### config.mk
export PLATFORM = sky130hd
export DESIGN_NAME = remote_capable_gpio_config
export DESIGN_NICKNAME = d
export VERILOG_FILES = /design/src/core/remote_capable_gpio_config.v /design/src/core/pin_drive.v
export VERILOG_INCLUDE_DIRS = /design/src /design/src/core
export SDC_FILE = /design/constraint.sdc
export NUM_CORES = 1
export LEC_CHECK = 0
export ABC_AREA = 1
export BUFFER_PORTS_ARGS = -buffer_cell sky130_fd_sc_hd__clkbuf_2
export CORE_ASPECT_RATIO = 1.5
export CORE_MARGIN = 4
export CORE_UTILIZATION = 40
export CTS_CLUSTER_DIAMETER = 40
export DETAILED_ROUTE_END_ITERATION = 16
export SLEW_MARGIN = 20
export SYNTH_ARGS = -nofsm -noshare
export SYNTH_HDL_FRONTEND = slang
export SYNTH_SLANG_ARGS = --single-unit
export TNS_END_PERCENT = 1
### constraint.sdc
create_clock -name REF_CLK -period 4.5 [get_ports REF_CLK]
set_input_delay 0.45 -clock REF_CLK [delete_from_list [all_inputs] [get_ports REF_CLK]]
set_output_delay 0.45 -clock REF_CLK [all_outputs]
set_load 0.1 [all_outputs]
### src/core/pin_setup_consts.vh
// register offsets, field positions and reset values of the pin setup block
`ifndef PIN_SETUP_CONSTS_VH
`define PIN_SETUP_CONSTS_VH
`define ADDR_PIN3_SETUP    8'h1F
`define ADDR_PINS_5_6      8'h20
`define ADDR_PINS_7_8      8'h21
`define SETUP_RESET        8'h00
`define FLD_LEVEL          3
`define FLD_REMOTE         2
`define FLD_DIR            1
`define FLD_EN             0
`define HI_HALF_BASE       4
`define LO_HALF_BASE       0
`define MODE_FUNC_OUT      2'b00
`define MODE_GPIO_OUT      2'b01
`define MODE_TRISTATE      2'b10
`define MODE_GPIO_IN       2'b11
`endif

### src/core/remote_capable_gpio_config.v
// setup registers and pad control for pins 3, 5, 6, 7, 8
`timescale 1ns/1ps
`include "pin_setup_consts.vh"
////////////////////////////////////////////////////////////////////////////
module remote_capable_gpio_config #(
    parameter NPINS = 6
) (
    input  wire       REF_CLK,
    input  wire       RESET,
    input  wire       WR_EN,
    input  wire       RD_EN,
    input  wire [7:0] ADDR,
    input  wire [7:0] WR_DATA,
    output reg  [7:0] RD_DATA,
    output reg        RD_VALID,
    input  wire       SECOND_PORT_SELECT,
    input  wire [NPINS-1:0] REMOTE_LEVEL,
    input  wire [NPINS-1:0] FUNC_LEVEL,
    input  wire [NPINS-1:0] PAD_IN,
    output wire [NPINS-1:0] PAD_OUT,
    output wire [NPINS-1:0] PAD_OE_N,
    output wire [NPINS-1:0] PAD_LEVEL,
    output wire [NPINS-1:0] FUNC_MODE
);
    // pad order: 0 pin3, 1 second_port_pin3, 2 pin5, 3 pin6, 4 pin7, 5 pin8
    localparam       PAD_PIN3        = 0;
    localparam       PAD_SECOND_PIN3 = 1;
    localparam       PAD_PIN5        = 2;
    localparam       PAD_PIN6        = 3;
    localparam       PAD_PIN7        = 4;
    localparam       PAD_PIN8        = 5;
    // an unselected pin3 port is parked tri-stated so it never fights
    localparam [3:0] PARKED          = {2'b00, `MODE_TRISTATE};

    reg  [7:0] io_pin3_setup;
    reg  [7:0] io_pins_5_6_setup;
    reg  [7:0] io_pins_7_8_setup;
    reg  [7:0] next_rd_data;
    wire       hit_pin3;
    wire       hit_pins_5_6;
    wire       hit_pins_7_8;
    wire       write_pin3;
    wire       write_pins_5_6;
    wire       write_pins_7_8;
    wire [3:0] pin3_cfg;
    wire [3:0] pin5_cfg;
    wire [3:0] pin6_cfg;
    wire [3:0] pin7_cfg;
    wire [3:0] pin8_cfg;
    wire [3:0] cfg [0:NPINS-1];

    ////////////////////////////////////////////////////////////////////////
    // address decode
    assign hit_pin3       = (ADDR == `ADDR_PIN3_SETUP);
    assign hit_pins_5_6   = (ADDR == `ADDR_PINS_5_6);
    assign hit_pins_7_8   = (ADDR == `ADDR_PINS_7_8);
    // writes to any other address fall through and change nothing
    assign write_pin3     = WR_EN & hit_pin3;
    assign write_pins_5_6 = WR_EN & hit_pins_5_6;
    assign write_pins_7_8 = WR_EN & hit_pins_7_8;

    ////////////////////////////////////////////////////////////////////////
    // setup registers, one process each so a write touches one byte only
    // the whole pin3 byte is kept, reserved upper nibble included
    always @(posedge REF_CLK or posedge RESET) begin
        if (RESET) begin
            io_pin3_setup <= `SETUP_RESET;
        end else if (write_pin3) begin
            io_pin3_setup <= WR_DATA;
        end
    end

    always @(posedge REF_CLK or posedge RESET) begin
        if (RESET) begin
            io_pins_5_6_setup <= `SETUP_RESET;
        end else if (write_pins_5_6) begin
            io_pins_5_6_setup <= WR_DATA;
        end
    end

    always @(posedge REF_CLK or posedge RESET) begin
        if (RESET) begin
            io_pins_7_8_setup <= `SETUP_RESET;
        end else if (write_pins_7_8) begin
            io_pins_7_8_setup <= WR_DATA;
        end
    end

    ////////////////////////////////////////////////////////////////////////
    // read back
    always @* begin
        next_rd_data = 8'h00;
        if (hit_pin3) begin
            next_rd_data = io_pin3_setup;
        end else if (hit_pins_5_6) begin
            next_rd_data = io_pins_5_6_setup;
        end else if (hit_pins_7_8) begin
            next_rd_data = io_pins_7_8_setup;
        end
    end

    // data follows the address every cycle; the strobe only marks it valid
    always @(posedge REF_CLK or posedge RESET) begin
        if (RESET) begin
            RD_DATA <= 8'h00;
        end else begin
            RD_DATA <= next_rd_data;
        end
    end

    always @(posedge REF_CLK or posedge RESET) begin
        if (RESET) begin
            RD_VALID <= 1'b0;
        end else begin
            RD_VALID <= RD_EN;
        end
    end

    ////////////////////////////////////////////////////////////////////////
    // field routing
    // upper nibble of the pin3 register reaches no pad
    assign pin3_cfg = io_pin3_setup[3:0];
    assign pin5_cfg = io_pins_5_6_setup[`LO_HALF_BASE +: 4];
    assign pin6_cfg = io_pins_5_6_setup[`HI_HALF_BASE +: 4];
    assign pin7_cfg = io_pins_7_8_setup[`LO_HALF_BASE +: 4];
    assign pin8_cfg = io_pins_7_8_setup[`HI_HALF_BASE +: 4];

    // one pin3 setup, moved between ports; the other port is parked
    assign cfg[PAD_PIN3]        = SECOND_PORT_SELECT ? PARKED
                                                     : pin3_cfg;
    assign cfg[PAD_SECOND_PIN3] = SECOND_PORT_SELECT ? pin3_cfg
                                                     : PARKED;
    assign cfg[PAD_PIN5]        = pin5_cfg;
    assign cfg[PAD_PIN6]        = pin6_cfg;
    assign cfg[PAD_PIN7]        = pin7_cfg;
    assign cfg[PAD_PIN8]        = pin8_cfg;

    ////////////////////////////////////////////////////////////////////////
    // pad steering, one instance per pad
    // pin3 on the first port
    pin_drive u_pin3 (
        .REF_CLK      (REF_CLK),
        .RESET        (RESET),
        .cfg          (cfg[PAD_PIN3]),
        .remote_level (REMOTE_LEVEL[PAD_PIN3]),
        .func_level   (FUNC_LEVEL[PAD_PIN3]),
        .pad_in       (PAD_IN[PAD_PIN3]),
        .pad_out      (PAD_OUT[PAD_PIN3]),
        .pad_oe_n     (PAD_OE_N[PAD_PIN3]),
        .pad_level    (PAD_LEVEL[PAD_PIN3]),
        .func_mode    (FUNC_MODE[PAD_PIN3])
    );

    // pin3 on the second port
    pin_drive u_second_pin3 (
        .REF_CLK      (REF_CLK),
        .RESET        (RESET),
        .cfg          (cfg[PAD_SECOND_PIN3]),
        .remote_level (REMOTE_LEVEL[PAD_SECOND_PIN3]),
        .func_level   (FUNC_LEVEL[PAD_SECOND_PIN3]),
        .pad_in       (PAD_IN[PAD_SECOND_PIN3]),
        .pad_out      (PAD_OUT[PAD_SECOND_PIN3]),
        .pad_oe_n     (PAD_OE_N[PAD_SECOND_PIN3]),
        .pad_level    (PAD_LEVEL[PAD_SECOND_PIN3]),
        .func_mode    (FUNC_MODE[PAD_SECOND_PIN3])
    );

    // pin5, low half of its register
    pin_drive u_pin5 (
        .REF_CLK      (REF_CLK),
        .RESET        (RESET),
        .cfg          (cfg[PAD_PIN5]),
        .remote_level (REMOTE_LEVEL[PAD_PIN5]),
        .func_level   (FUNC_LEVEL[PAD_PIN5]),
        .pad_in       (PAD_IN[PAD_PIN5]),
        .pad_out      (PAD_OUT[PAD_PIN5]),
        .pad_oe_n     (PAD_OE_N[PAD_PIN5]),
        .pad_level    (PAD_LEVEL[PAD_PIN5]),
        .func_mode    (FUNC_MODE[PAD_PIN5])
    );

    // pin6, high half of its register
    pin_drive u_pin6 (
        .REF_CLK      (REF_CLK),
        .RESET        (RESET),
        .cfg          (cfg[PAD_PIN6]),
        .remote_level (REMOTE_LEVEL[PAD_PIN6]),
        .func_level   (FUNC_LEVEL[PAD_PIN6]),
        .pad_in       (PAD_IN[PAD_PIN6]),
        .pad_out      (PAD_OUT[PAD_PIN6]),
        .pad_oe_n     (PAD_OE_N[PAD_PIN6]),
        .pad_level    (PAD_LEVEL[PAD_PIN6]),
        .func_mode    (FUNC_MODE[PAD_PIN6])
    );

    // pin7, low half of its register
    pin_drive u_pin7 (
        .REF_CLK      (REF_CLK),
        .RESET        (RESET),
        .cfg          (cfg[PAD_PIN7]),
        .remote_level (REMOTE_LEVEL[PAD_PIN7]),
        .func_level   (FUNC_LEVEL[PAD_PIN7]),
        .pad_in       (PAD_IN[PAD_PIN7]),
        .pad_out      (PAD_OUT[PAD_PIN7]),
        .pad_oe_n     (PAD_OE_N[PAD_PIN7]),
        .pad_level    (PAD_LEVEL[PAD_PIN7]),
        .func_mode    (FUNC_MODE[PAD_PIN7])
    );

    // pin8, high half of its register
    pin_drive u_pin8 (
        .REF_CLK      (REF_CLK),
        .RESET        (RESET),
        .cfg          (cfg[PAD_PIN8]),
        .remote_level (REMOTE_LEVEL[PAD_PIN8]),
        .func_level   (FUNC_LEVEL[PAD_PIN8]),
        .pad_in       (PAD_IN[PAD_PIN8]),
        .pad_out      (PAD_OUT[PAD_PIN8]),
        .pad_oe_n     (PAD_OE_N[PAD_PIN8]),
        .pad_level    (PAD_LEVEL[PAD_PIN8]),
        .func_mode    (FUNC_MODE[PAD_PIN8])
    );
endmodule

### src/core/pin_drive.v
// pad steering for one configurable pin
`timescale 1ns/1ps
`include "pin_setup_consts.vh"
module pin_drive (
    input  wire       REF_CLK,
    input  wire       RESET,
    input  wire [3:0] cfg,
    input  wire       remote_level,
    input  wire       func_level,
    input  wire       pad_in,
    output reg        pad_out,
    output reg        pad_oe_n,
    output reg        pad_level,
    output reg        func_mode
);
    reg       next_out;
    reg       next_oe_n;
    reg       next_func;
    wire [1:0] mode;

    assign mode = {cfg[`FLD_DIR], cfg[`FLD_EN]};

    always @* begin
        next_out  = 1'b0;
        next_oe_n = 1'b1;
        next_func = 1'b0;
        if (cfg[`FLD_REMOTE]) begin
            next_out  = remote_level;
            next_oe_n = 1'b0;
        end else begin
            case (mode)
                `MODE_FUNC_OUT: begin
                    next_out  = func_level;
                    next_oe_n = 1'b0;
                    next_func = 1'b1;
                end
                `MODE_GPIO_OUT: begin
                    next_out  = cfg[`FLD_LEVEL];
                    next_oe_n = 1'b0;
                end
                `MODE_TRISTATE: begin
                    next_oe_n = 1'b1;
                end
                `MODE_GPIO_IN: begin
                    next_oe_n = 1'b1;
                end
                default: begin
                    next_oe_n = 1'b1;
                end
            endcase
        end
    end

    // registered so the pad never sees decode glitches
    always @(posedge REF_CLK or posedge RESET) begin
        if (RESET) begin
            pad_out   <= 1'b0;
            pad_oe_n  <= 1'b1;
            pad_level <= 1'b0;
            func_mode <= 1'b0;
        end else begin
            pad_out   <= next_out;
            pad_oe_n  <= next_oe_n;
            pad_level <= pad_in;
            func_mode <= next_func;
        end
    end
endmodule

==> out/results.txt <==
After clock tree synthesis, the repair step resized 0 gates. The die covers 7800 um^2. The number of nets in the final layout was 370.

Dividing total power by cell area gives a power density of 451 nW/um^2. Dividing the final minimum period by the clock period gives 38.8%. The first global-routing pass estimated 9.15 mm of wire. The flow ran to the end, and the final reports show no timing, DRC or antenna violations.

Yosys attributes the largest share of cell area to sky130_fd_sc_hd__dfrtp_1 (50%), sky130_fd_sc_hd__nand2_1 (10%), sky130_fd_sc_hd__buf_4 (7.6%), sky130_fd_sc_hd__nand3_1 (6.8%), sky130_fd_sc_hd__dfstp_2 (6.1%). The part of the total power dissipated in sequential elements was 40.9%. The share of layout cells above drive strength 1 is 31.5%, and the final routed DRC violation total is 0. The minimum clock period is 1740 ps.

The biggest area contributor in the post-synthesis netlist is sky130_fd_sc_hd__dfrtp_1. The post-layout instance count excluding filler cells came out at 410. The initial antenna violation count came out at 0. Slowest stage cell on the critical path: sky130_fd_sc_hd__dfstp_2. The synthesized design contains 0 enable-type register cells.

Kind of path behind the tightest hold check: in -> reg. The clock network fraction of total power came out at 42.6%. The run gives 0 as the setup violation total in the final timing report.

The clock skew after layout is 10.5 ps, and the TritonCTS buffer count is 9. Relative to the synthesized area, the layout overhead comes to 17.5%. For the number of vias in the routed layout, the log shows 1992. The worst setup path is captured at an output pin.

Floorplan die width: 73.5 um. The average vias per placed instance works out to 4.86. TritonCTS built the clock tree. Once the clock tree was built, the setup fixing pass inserted 0 buffers. For this design the total switching power over the nets is 0.402 mW. Entering global routing, the biggest net connects 58 pins. The library cell used as clock root buffer was sky130_fd_sc_hd__clkbuf_8. STA puts the critical path data required time at 4050 ps.

The tools report the internal reg-to-reg setup slack as 3500 ps. The logs give 0 for the hold violation count in the final report and 3.99 mm for the sum of net half-perimeters after detailed placement. Largest delay contributor family on the critical path: flip-flops. The worst setup path is of the reg -> out kind.

The category of the worst setup path launch point is a flop. The internal power of the cells totals 0.962 mW. The tools report the number of global-route vias before repair as 2008. For this configuration, the core starts out at a cell density of 41.4%.

Number of maximum-capacitance violations: 0. Among all cell types in the netlist, the one instantiated most often is sky130_fd_sc_hd__nand2_1. Setup repair after global routing left no endpoint under its margin. For the arrival time of data at the critical path endpoint, the log shows 1290 ps. The run gives 320 as the net count after synthesis.

Worst stage delay on the critical path: 520 ps. For the proportion of synthesized chip area in sequential cells, the log shows 55.7%. The logs give 1.59 nW for the leakage dissipation and 77 for the number of DRC markers after the initial detailed-route iteration. After synthesis the netlist holds a flip-flop and latch count of 57.

Sum of negative setup slack: 0 ps. The count of buffer and inverter cells on the critical path came out at 1. The count of final max-slew check failures is 0, and the vertical extent of the die is 106 um. For the clock insertion delay at the later pin of the skew report, the log shows 330 ps.

The highest fanout seen on the critical path is 1. The tools report the final global-route overflow total as 0. The cell count after synthesis came out at 281.

The switching power as a share of total power is 29.5%. The post-synthesis area per instance was 9.15 um^2; the aggregate routed wire length was 5.49 mm. The average wire per standard cell was 13.4 um; the worst max-slew margin expressed relative to the limit was 53.1%.

The floorplan step defined a core boundary enclosing 6220 um^2. The pin slew with the least headroom to its limit works out to 703 ps. The number of instances in the placed design was 394. The number of clock sinks was 57; the global routing usage summed across all routing layers was 15.3%. Counting instances in the post-synthesis netlist gives the leading cell types as sky130_fd_sc_hd__nand2_1 (71), sky130_fd_sc_hd__dfrtp_1 (51), sky130_fd_sc_hd__nand3_1 (35).

The placer congestion estimate is 0.789, and the worst voltage drop across the vdd grid is 0.151 mV. I/O pin count: 72. The number of antenna diodes in the final layout is 0. In this run the remaining antenna-violating nets after routing total 0. The initialized floorplan defines 35 standard-cell rows. After clock tree synthesis, the flow added hold-fix buffers numbering 0. For this run, asynchronously set or reset flops after synthesis account for 100%. The cell area after synthesis came out at 2570 um^2. Traced cell by cell, the critical path runs through clkbuf_2. Derived from the worst setup path, the maximum achievable clock frequency is 573 MHz. The count of fill cells added during filler insertion was 622. The H-tree was split into 3 levels.

Combinational logic is responsible for 16.4% of the overall power. For this run, the leading register cell type out of synthesis is sky130_fd_sc_hd__dfrtp_1. The clock-pin slew on the worst setup and hold paths is 70 ps. The number of unique standard cell types used by synthesis was 19; the number of iterations in the first detailed-routing pass was 4.

The warning count from the yosys run came out at 0. The number of buffers on the longest clock path was 2; the total of buffers placed on input and output ports was 71. After synthesis, the largest area contributor takes up 49.6% of total cell area.
-- final cells by class --
class / count / area, um^2 / area share [%]
clock buffer: 11 / 141 / 4.68
timing repair buffer: 72 / 363 / 12.0
tap: 74 / 92.6 / 3.06
multi-input combinational: 169 / 806 / 26.7
clock inverter: 5 / 103 / 3.40
sequential: 57 / 1430 / 47.5
inverter: 22 / 82.6 / 2.73
-- metal layers --
layer / track usage (%) / routed length (um) / part of all wire, % / vias up
li1: - / - / - / 994
met4: 6.99 / 89 / 1.6 / 0
met2: 24.9 / 2880 / 52 / 68
met5: 0 / 0 / 0 / -
met1: 17.6 / 2120 / 39 / 923
met3: 5.30 / 402 / 7.3 / 7
-- placed cells by master (no fill, tap or decap) --
cell	count
sky130_fd_sc_hd__nand2_2	2
sky130_fd_sc_hd__dfstp_2	6
sky130_fd_sc_hd__bufinv_16	3
sky130_fd_sc_hd__nand3_2	3
sky130_fd_sc_hd__clkbuf_2	71
sky130_fd_sc_hd__dfrtp_1	51
sky130_fd_sc_hd__o211ai_1	1
sky130_fd_sc_hd__clkinvlp_4	1
sky130_fd_sc_hd__nor2_1	19
sky130_fd_sc_hd__clkbuf_8	10
sky130_fd_sc_hd__nand4_1	17
sky130_fd_sc_hd__clkbuf_1	1
sky130_fd_sc_hd__inv_1	19
sky130_fd_sc_hd__nor2_4	5
sky130_fd_sc_hd__nor3_1	5
sky130_fd_sc_hd__nand2_1	71
sky130_fd_sc_hd__o21ai_0	11
sky130_fd_sc_hd__inv_2	3
sky130_fd_sc_hd__nand3_1	35
sky130_fd_sc_hd__clkinv_2	1
sky130_fd_sc_hd__buf_4	1
-- per-stage QoR --
stage | hold slack (ps) | util (%) | power, mW | setup slack [ps] | cell area [um^2]
2_1_floorplan | 443 | - | 0.769 | 2660 | 2570
3_3_place_gp | 456 | 44.7 | 0.792 | 2920 | 2780
3_5_place_dp | 464 | 44.7 | 0.794 | 2910 | 2780
4_1_cts | 200 | 48.6 | 1.38 | 2730 | 3020
5_1_grt | 194 | 48.6 | 1.42 | 2710 | 3020
6_report | 220 | 48.6 | 1.36 | 2760 | 3020
-- power groups by stage --
stage / clock network, mW / registers (mW) / logic, mW
finish: 0.581 / 0.558 / 0.224
CTS: 0.595 / 0.559 / 0.226
floorplan: 0 / 0.567 / 0.202
detailed placement: 0 / 0.568 / 0.226
global route: 0.615 / 0.562 / 0.238
global placement: 0 / 0.567 / 0.224
-- cell families (layout without fill, tap and decap cells) --
kind of cell	count (synthesis)	count (layout)	synth area share, %
DFF	57	57	55.7
buffers and inverters	55	110	12.9
and+or+nand+nor	157	157	28.9
AOI/OAI and AO/OA	12	12	2.43
-- registers in the layout (all words and copies together) (netlist names), 8 cells and up --
name / flops
io_pins_5_6_setup: 8
io_pins_7_8_setup: 8
io_pin3_setup: 8
RD_DATA: 8
-- final timing paths --
path                                   endpoint             start  depth (start not counted)
min                            u_pin8.pad_level         PAD_IN[5]                          1
max reg2reg                      u_pin3.pad_out  io_pin3_setup[0]                          5
max in group asynchronous  io_pins_7_8_setup[5]             RESET                          3
min reg2reg                    io_pin3_setup[7]  io_pin3_setup[7]                          2
max                                 PAD_OE_N[3]   u_pin6.pad_oe_n                          1
min in group asynchronous        u_pin6.pad_out             RESET                          3
No activity file was read; power rests on OpenSTA's default activity.
